===== src/hdl/umask_pkg.sv =====
// constants for the user access mask and processor identification bank
// assumes a single 10 MHz clock domain shared by all users of the bank
package umask_pkg;
   // user access mask field positions
   localparam int UM_WIDTH = 6;
   localparam int UM_RSV_BIT = 0;
   localparam int UM_BYTE_ORDER_BIT = 1;
   localparam int UM_PERF_USER_BIT = 2;
   localparam int UM_ALIGN_BIT = 3;
   localparam int UM_FP_LOW_BIT = 4;
   localparam int UM_FP_HIGH_BIT = 5;
   localparam logic [5:0] UM_RESET = 6'h00;

   // floating-point register ranges tracked by the modified flags
   localparam logic [6:0] FP_LOW_FIRST = 7'h02;
   localparam logic [6:0] FP_LOW_LAST = 7'h1f;
   localparam logic [6:0] FP_HIGH_FIRST = 7'h20;

   // privilege levels
   localparam logic [1:0] PL_MOST = 2'h0;

   // identification register indices
   localparam logic [7:0] ID_VENDOR_LOW = 8'h00;
   localparam logic [7:0] ID_VENDOR_HIGH = 8'h01;
   localparam logic [7:0] ID_IGNORED = 8'h02;
   localparam logic [7:0] ID_VERSION = 8'h03;
   localparam logic [7:0] ID_FEATURES = 8'h04;
   localparam logic [7:0] ID_FIXED_LAST = 8'h04;

   // version register field positions
   localparam int VER_LAST_INDEX_LSB = 0;
   localparam int VER_REVISION_LSB = 8;
   localparam int VER_MODEL_LSB = 16;
   localparam int VER_FAMILY_LSB = 24;
   localparam int VER_ARCH_REV_LSB = 32;

   // feature flag positions
   localparam int FEAT_LONG_BRANCH_BIT = 0;
   localparam int FEAT_SPONT_DEFER_BIT = 1;

   // performance monitor data registers
   localparam int PMD_COUNT_DEF = 4;
   localparam logic [63:0] PMD_RESET = 64'h0;
endpackage


===== src/hdl/cpuid_if.sv =====
// lookup path between the bank top and the identification file
// assumes the responder answers combinationally in the same cycle
`timescale 1ns/1ps
interface cpuid_if;
   logic [7:0] idx;
   logic [63:0] data;
   logic fault;
   modport requester (output idx, input data, input fault);
   modport responder (input idx, output data, output fault);
endinterface // cpuid_if


===== src/hdl/cpuid_file.sv =====
// read-only processor identification file, pure lookup
// assumes the requester registers data and fault itself
`timescale 1ns/1ps
module cpuid_file #(
   parameter int LAST_INDEX = 4,
   // vendor values are arbitrary neutral ascii, first character in byte 0
   parameter logic [63:0] VENDOR_LOW = 64'h0000_0000_656d_6341,
   parameter logic [63:0] VENDOR_HIGH = 64'h0,
   parameter logic [7:0] REVISION = 8'h00,
   parameter logic [7:0] MODEL = 8'h00,
   parameter logic [7:0] FAMILY = 8'h00,
   parameter logic [7:0] ARCH_REV = 8'h00,
   parameter logic LONG_BRANCH = 1'b1,
   parameter logic SPONT_DEFER = 1'b0
) (
   cpuid_if.responder id
);
   // never below the fixed region, whatever the parameter says
   localparam logic [7:0] LAST_EFF = (LAST_INDEX < 4) ? umask_pkg::ID_FIXED_LAST
                                                     : 8'(LAST_INDEX);
   logic [63:0] version;
   logic [63:0] features;

   always_comb
   begin
      version = 64'h0;
      version[umask_pkg::VER_LAST_INDEX_LSB +: 8] = LAST_EFF;
      version[umask_pkg::VER_REVISION_LSB +: 8] = REVISION;
      version[umask_pkg::VER_MODEL_LSB +: 8] = MODEL;
      version[umask_pkg::VER_FAMILY_LSB +: 8] = FAMILY;
      version[umask_pkg::VER_ARCH_REV_LSB +: 8] = ARCH_REV;
   end

   always_comb
   begin
      features = 64'h0;
      features[umask_pkg::FEAT_LONG_BRANCH_BIT] = LONG_BRANCH;
      features[umask_pkg::FEAT_SPONT_DEFER_BIT] = SPONT_DEFER;
   end

   always_comb
   begin
      id.fault = (id.idx > LAST_EFF);
      case (id.idx)
         umask_pkg::ID_VENDOR_LOW: id.data = VENDOR_LOW;
         umask_pkg::ID_VENDOR_HIGH: id.data = VENDOR_HIGH;
         umask_pkg::ID_IGNORED: id.data = 64'h0;
         umask_pkg::ID_VERSION: id.data = version;
         umask_pkg::ID_FEATURES: id.data = features;
         // variable region holds nothing here
         default: id.data = 64'h0;
      endcase
   end
endmodule // cpuid_file


===== src/hdl/user_mask_bank.sv =====
// user access mask, performance monitor data access and identification reads
// assumes all request inputs come from core logic on clk, one request per kind
// What this block does
// - privileged code can make monitor data readable at any privilege level
// - secured counters read zero at every privilege level
// - monitor data writes only succeed at the most privileged level
// - mask bit 1 picks data byte order, never for stack engine accesses
// - legacy 32-bit data accesses ignore byte order, always little-endian
// - mask bit 2 enables user performance monitors for both instruction sets
// - mask bit 3 set makes every unaligned data reference fault
// - completing write to f2..f31 sets mask bit 4
// - completing write to f32..f127 sets mask bit 5
// - both modified flags stay set until software writes the mask
// - identification file: fixed indices 0..4, variable from 5, 8 bytes each
// - index above last-index field raises reserved register fault
// - identification reads need no privilege, writes are refused
// - registers 0 and 1 hold vendor ascii, first characters lowest
// - identification register 2 always reads zero
// - register 3 holds last index, revision, model, family, architecture revision
// - last index is implemented count minus one, at least 4
// - register 4 bits read one for supported features
// - register 4 bit 0 long branch, bit 1 spontaneous deferral
`timescale 1ns/1ps
module user_mask_bank #(
   parameter int PMD_COUNT = umask_pkg::PMD_COUNT_DEF,
   parameter int PMD_IDX_W = 2,
   parameter int LAST_INDEX = 4
) (
   input wire logic clk,
   input wire logic rst,
   input wire logic ce,
   input wire logic [1:0] cpl,
   input wire logic um_wr_valid,
   input wire logic [5:0] um_wr_data,
   input wire logic fp_wr_valid,
   input wire logic [6:0] fp_wr_reg,
   input wire logic perf_event,
   input wire logic pmd_cfg_valid,
   input wire logic pmd_cfg_user_ok,
   input wire logic pmd_cfg_secure,
   input wire logic pmd_wr_valid,
   input wire logic [PMD_IDX_W-1:0] pmd_wr_idx,
   input wire logic [63:0] pmd_wr_data,
   input wire logic pmd_rd_valid,
   input wire logic [PMD_IDX_W-1:0] pmd_rd_idx,
   input wire logic id_rd_valid,
   input wire logic id_wr_valid,
   input wire logic [7:0] id_idx,
   input wire logic mem_valid,
   input wire logic mem_legacy,
   input wire logic mem_rse,
   input wire logic [2:0] mem_size_log2,
   input wire logic [3:0] mem_addr_low,
   output logic [5:0] user_access_mask_q,
   output logic byte_order_select_q,
   output logic perf_user_enable_q,
   output logic alignment_check_q,
   output logic [63:0] pmd_rd_data_q,
   output logic pmd_rd_done_q,
   output logic priv_fault_q,
   output logic [63:0] id_rd_data_q,
   output logic id_rd_done_q,
   output logic reserved_fault_q,
   output logic mem_done_q,
   output logic mem_big_endian_q,
   output logic unaligned_fault_q
);
   typedef struct packed {
      logic [5:0] um;
      logic pmd_user_ok;
      logic pmd_secure;
      logic [PMD_COUNT-1:0][63:0] perf_monitor_data;
      logic [63:0] pmd_rd_data;
      logic pmd_rd_done;
      logic priv_fault;
      logic [63:0] id_rd_data;
      logic id_rd_done;
      logic reserved_fault;
      logic mem_done;
      logic mem_big_endian;
      logic unaligned_fault;
   } state_s;

   state_s st_q;
   state_s st_d;
   logic fp_low_hit;
   logic fp_high_hit;
   logic privileged;
   logic [3:0] align_mask;
   logic misaligned;

   cpuid_if id_bus ();

   cpuid_file #(
      .LAST_INDEX(LAST_INDEX)
   ) u_cpuid_file (
      .id(id_bus.responder)
   );

   assign id_bus.idx = id_idx;
   assign privileged = (cpl == umask_pkg::PL_MOST);
   assign fp_low_hit = fp_wr_valid && (fp_wr_reg >= umask_pkg::FP_LOW_FIRST)
                       && (fp_wr_reg <= umask_pkg::FP_LOW_LAST);
   assign fp_high_hit = fp_wr_valid && (fp_wr_reg >= umask_pkg::FP_HIGH_FIRST);
   // sizes above 16 bytes are not issued by the core
   assign align_mask = ~(4'hf << mem_size_log2);
   assign misaligned = |(mem_addr_low & align_mask);

   always_comb
   begin
      st_d = st_q;
      st_d.pmd_rd_done = 1'b0;
      st_d.priv_fault = 1'b0;
      st_d.id_rd_done = 1'b0;
      st_d.reserved_fault = 1'b0;
      st_d.mem_done = 1'b0;
      st_d.unaligned_fault = 1'b0;

      if (um_wr_valid)
      begin
         st_d.um = um_wr_data;
         st_d.um[umask_pkg::UM_RSV_BIT] = 1'b0;
      end
      if (fp_low_hit)
      begin
         st_d.um[umask_pkg::UM_FP_LOW_BIT] = 1'b1;
      end
      if (fp_high_hit)
      begin
         st_d.um[umask_pkg::UM_FP_HIGH_BIT] = 1'b1;
      end

      if (perf_event && st_q.um[umask_pkg::UM_PERF_USER_BIT])
      begin
         st_d.perf_monitor_data[0] = st_q.perf_monitor_data[0] + 64'h1;
      end

      if (pmd_cfg_valid)
      begin
         if (privileged)
         begin
            st_d.pmd_user_ok = pmd_cfg_user_ok;
            st_d.pmd_secure = pmd_cfg_secure;
         end
         else
         begin
            st_d.priv_fault = 1'b1;
         end
      end

      if (pmd_wr_valid)
      begin
         if (privileged)
         begin
            st_d.perf_monitor_data[pmd_wr_idx] = pmd_wr_data;
         end
         else
         begin
            st_d.priv_fault = 1'b1;
         end
      end

      if (pmd_rd_valid)
      begin
         st_d.pmd_rd_done = 1'b1;
         if (st_q.pmd_secure)
         begin
            st_d.pmd_rd_data = 64'h0;
         end
         else if (!privileged && !st_q.pmd_user_ok)
         begin
            st_d.pmd_rd_data = 64'h0;
            st_d.priv_fault = 1'b1;
         end
         else
         begin
            st_d.pmd_rd_data = st_q.perf_monitor_data[pmd_rd_idx];
         end
      end

      if (id_rd_valid)
      begin
         st_d.id_rd_done = 1'b1;
         // fault on out of range index
         st_d.reserved_fault = id_bus.fault;
         st_d.id_rd_data = id_bus.fault ? 64'h0 : id_bus.data;
      end
      else if (id_wr_valid)
      begin
         st_d.id_rd_done = 1'b1;
         st_d.reserved_fault = 1'b1;
         st_d.id_rd_data = 64'h0;
      end

      if (mem_valid)
      begin
         st_d.mem_done = 1'b1;
         st_d.mem_big_endian = st_q.um[umask_pkg::UM_BYTE_ORDER_BIT] && !mem_legacy
                               && !mem_rse && (mem_size_log2 != 3'h0);
         st_d.unaligned_fault = st_q.um[umask_pkg::UM_ALIGN_BIT] && misaligned;
      end
   end

   always_ff @(posedge clk)
   begin
      if (rst)
      begin
         st_q <= '0;
         st_q.um <= umask_pkg::UM_RESET;
      end
      else if (ce)
      begin
         st_q <= st_d;
      end
   end

   assign user_access_mask_q = st_q.um;
   assign byte_order_select_q = st_q.um[umask_pkg::UM_BYTE_ORDER_BIT];
   assign perf_user_enable_q = st_q.um[umask_pkg::UM_PERF_USER_BIT];
   assign alignment_check_q = st_q.um[umask_pkg::UM_ALIGN_BIT];
   assign pmd_rd_data_q = st_q.pmd_rd_data;
   assign pmd_rd_done_q = st_q.pmd_rd_done;
   assign priv_fault_q = st_q.priv_fault;
   assign id_rd_data_q = st_q.id_rd_data;
   assign id_rd_done_q = st_q.id_rd_done;
   assign reserved_fault_q = st_q.reserved_fault;
   assign mem_done_q = st_q.mem_done;
   assign mem_big_endian_q = st_q.mem_big_endian;
   assign unaligned_fault_q = st_q.unaligned_fault;
endmodule // user_mask_bank


===== config.mk =====
export PLATFORM = sky130hd
export DESIGN_NAME = user_mask_bank
export DESIGN_NICKNAME = d
export VERILOG_FILES = /design/src/hdl/umask_pkg.sv /design/src/hdl/cpuid_if.sv /design/src/hdl/cpuid_file.sv /design/src/hdl/user_mask_bank.sv
export SDC_FILE = /design/constraint.sdc
export NUM_CORES = 1
export LEC_CHECK = 0
export ABC_CLOCK_PERIOD_IN_PS = 4800
export CORE_MARGIN = 10
export CORE_UTILIZATION = 45
export DETAILED_ROUTE_END_ITERATION = 10
export DONT_BUFFER_PORTS = 1
export GPL_TIMING_DRIVEN = 0
export PLACE_DENSITY = 0.7
export SETUP_SLACK_MARGIN = 0.2
export SYNTH_ARGS = -nofsm -noshare
export SYNTH_HDL_FRONTEND = slang
export SYNTH_HIERARCHICAL = 1
export SYNTH_SLANG_ARGS = --single-unit

===== constraint.sdc =====
create_clock -name clk -period 4.8 [get_ports clk]
set_input_delay 0 -clock clk [delete_from_list [all_inputs] [get_ports clk]]
set_output_delay 0 -clock clk [all_outputs]
set_load 0.005 [all_outputs]

==> impl_results.md <==
* Largest net degree at the start of global routing at 15
* Reg2reg setup slack at about 1.5 ns
* Core Area at 0.04120 mm²
* Rel. slew slack at -6.729%
* Failing checks: capacitance limit, slew limit
* Vias in the first global route at 17590
* Maximum vdd drop at 0.2269 mV
* Worst Setup End Kind: register
* Pwr dens at 326.4 mW/mm²
* Final Hold Vio Count at 0
* Crit Reg-Reg Endpoint: st_q[180]
* HPWL after DPL at 48.44 mm
* Top cell type's share of synthesized area at 42.18%
* Worst setup margin at 0.8802 ns
* Total of cells resized after clock tree synthesis at 0
* Global-route wire length before repair at 103.4 mm
* Final min period at about 4 ns
* Worst setup SP type: input port
* Post-synthesis sequential area ratio at 42.18%
* Slew of the pin with the lowest slew margin at about 1.6 ns
* RR Startpoint: user_access_mask_q[2]
* Worst Hold Class: input port to register
* CTS tree: yes
* Htree depth at 2
* Post-synth EDFFs at 0
* Routed Antenna Nets at 0
* Postcts setup bufs at 0
* Maximum clock path buffer count at 3
* Synth area leaders: dfxtp_1 (42%), nand2_1 (10%), a21oi_1 (8.4%)
* Vias at 17810
* Worst slack, placed at ~1.6 ns
* DRC viols at 0
* Tot Pwr at a little over 7 mW
* Synth cell types at 66
* Worst path bufs/invs at 7
* #FFs+latches synth at 398
* Initial antenna violation count at 10
* Die area at between 0.05 and 0.06 mm²
* Share of layout cells above drive strength 1 at 13.99%
* Worst hold start: pmd_rd_valid
* Syn Std Cell Area at 0.01889 mm²
* Synth warn at 6
* GR Util All Layers at between 20% and 30%
* Final wirelength at ~67 mm
* Io pins at about 260
* Crit Path Category: input port to register
* Rows at 74
* Top cell type by total area after synthesis: dfxtp_1
* Reg2Reg Depth at 6
* Hold Worst Slack at 0.01949 ns
* Fin cells at a little over 3000
* Critical path required time at 5.30 ns
* Initial Utilization at 45.84%
* Hold Path Sink: pmd_rd_data_q[0]
* Starting DRT DRC Count at about 1800
* Via/cell ratio at 5.804
* Drt wl/cell at 21.99 µm
* Placed inst area at 0.01976 mm²
* Die Y at 224.9 µm
* Clock skew at about 0.022 ns
* P_leak at 7.753 nW
* Hold-fix buffers at CTS at 102
* Multi-input logic area at slightly below 0.009 mm²
* GRT Residual Overflow at 0
* Critical path data arrival time at 4.42 ns
* Cell area after layout at 0.02220 mm²
* CP cell instances: dlygate4sd3_1 > buf_6 > clkbuf_1 > clkbuf_1 > clkbuf_1 > nand3_1 > dlygate4sd3_1 > a21oi_1 > dlygate4sd3_1
* Period Utilization, post-route at 81.66%
* Clock Pin Slew Worst Setup and Hold Paths at 0.06 ns
* Pre-antenna DRT Iters at 6
* Synthesized area per cell at 8.205 µm²
* Flip-flop and latch area at 0.007968 mm²
* Fillcell total at 3748
* Outcome: finished, violations left
* CP peak stage delay at 0.80 ns
* Ys async rst share at 0%
* Die X at 224.9 µm
* GP Congestion at 0.9670
* Worst-Skew Late Latency at 0.58 ns
* Inst Count DP at 2883
* Hold path depth at 4
* RSZ-0062 raised after global routing: no
* Setup_tns at 0 ns
* CTS Buf Count at 44
* # Max-Cap Violations at 2
* Slew Viols, Final at 22
* CTS root buffer: clkbuf_16
* Final setup vio count at 0
* Final nets at around 2600
* Area grow syn2layout at 17.53%
* I/O Buffers at 0
* Max Fanout on Critical Path at 10
* F_max at roughly 260 MHz
* CTS Sinks at 398
* CP delay by family, top: buffers and inverters
* Primary FF master, synth: dfxtp_1
* Cells after synthesis at 2302
* Util after Layout at 53.88%
* CP max-delay cell: clkbuf_1
worst max-delay path by stage:
stage	from	cells after the start	endpoint	slack (ns)
after floorplan	st_q[135]	7	st_q[177]	2.45
after global placement	cpl[1]	6	pmd_rd_data_q[3]	1.23
after detailed placement	user_access_mask_q[2]	7	st_q[198]	1.62
after CTS	ce	9	user_access_mask_q[5]	1.12
after global routing	ce	9	user_access_mask_q[3]	0.87
final	ce	9	user_access_mask_q[3]	0.88
worst reg2reg max path: cells and delay by family (launching register included):
kind            cells  cell delay (ns)
simple gates        3             2.03
flops               1             0.54
compound gates      3             0.59
layer usage:
metal	track usage [%]	share of wire, %
met1	31.10	39
met2	42.23	46
met5	0	0.073
met3	8.029	11
met4	12.06	4.0
cell usage in the layout, fill, tap and decap left out, types with 27 or more instances in the layout:
cell             n
nand2_1        525
dfxtp_1        398
a21oi_1        316
buf_4          197
clkbuf_1       160
nor2_1         131
nand3_1        105
dlygate4sd3_1  102
a22oi_1         81
mux4_2          63
conb_1          49
o21ai_0         47
clkbuf_16       45
and3_1          37
nand4_1         27
cells in the mapped netlist, drive strengths merged, types with 2 or more instances:
| cell | n |
|---|---|
| o211ai | 11 |
| o31ai | 9 |
| nand3b | 3 |
| and2 | 6 |
| o21ai | 47 |
| or4 | 15 |
| nand3 | 107 |
| a31oi | 14 |
| o41ai | 4 |
| inv | 9 |
| nor4 | 12 |
| o22ai | 12 |
| a22o | 6 |
| nand2 | 525 |
| conb | 2 |
| a21o | 3 |
| nor2 | 131 |
| dfxtp | 398 |
| o311a | 2 |
| mux4 | 64 |
| nor3 | 22 |
| clkbuf | 152 |
| o311ai | 3 |
| o21a | 2 |
| nand4 | 27 |
| a32o | 6 |
| mux2i | 15 |
| a22oi | 81 |
| clkinv | 2 |
| buf | 215 |
| and3 | 38 |
| and4 | 6 |
| or3 | 8 |
| a211oi | 7 |
| or2 | 3 |
| nor2b | 3 |
| a21oi | 316 |
| o31a | 3 |
flip-flops by register name, summed over array words and instances (netlist names):
signal	cells
st_q	258
id_rd_data_q	64
mem_big_endian_q	1
mem_done_q	1
pmd_rd_done_q	1
user_access_mask_q	5
priv_fault_q	1
pmd_rd_data_q	64
reserved_fault_q	1
unaligned_fault_q	1
id_rd_done_q	1
where the power goes:
part / switching [mW] / internal (mW) / leakage (nW)
Sequential: 0.0457 / 3.34 / 3.21
Clock: 1.41 / 1.94 / 0.684
Combinational: 0.328 / 0.185 / 3.86
area by class of cell:
cell class                      count  share of cell area [%]
Antenna cell                        5                 0.05636
Buffer                            367                   9.773
Clock buffer                       64                   5.710
Clock inverter                     14                  0.6087
Inverter                           11                  0.1860
Multi-Input combinational cell   1573                   40.07
Sequential cell                   398                   35.89
Tap cell                          532                   2.999
Timing Repair Buffer              104                   4.701
cells by family (layout without fill, tap and decap cells):
kind of cell	after synthesis	in the layout	share of synthesized area (%)
simple gates	912	912	21.14
compound gates	532	532	16.41
flops	398	398	42.18
buf+inv	378	560	11.71
mux	79	79	8.446
other cells	2	54	0.03976
fa+ha+maj	1	1	0.06623
No activity file was read; power rests on OpenSTA's default activity.
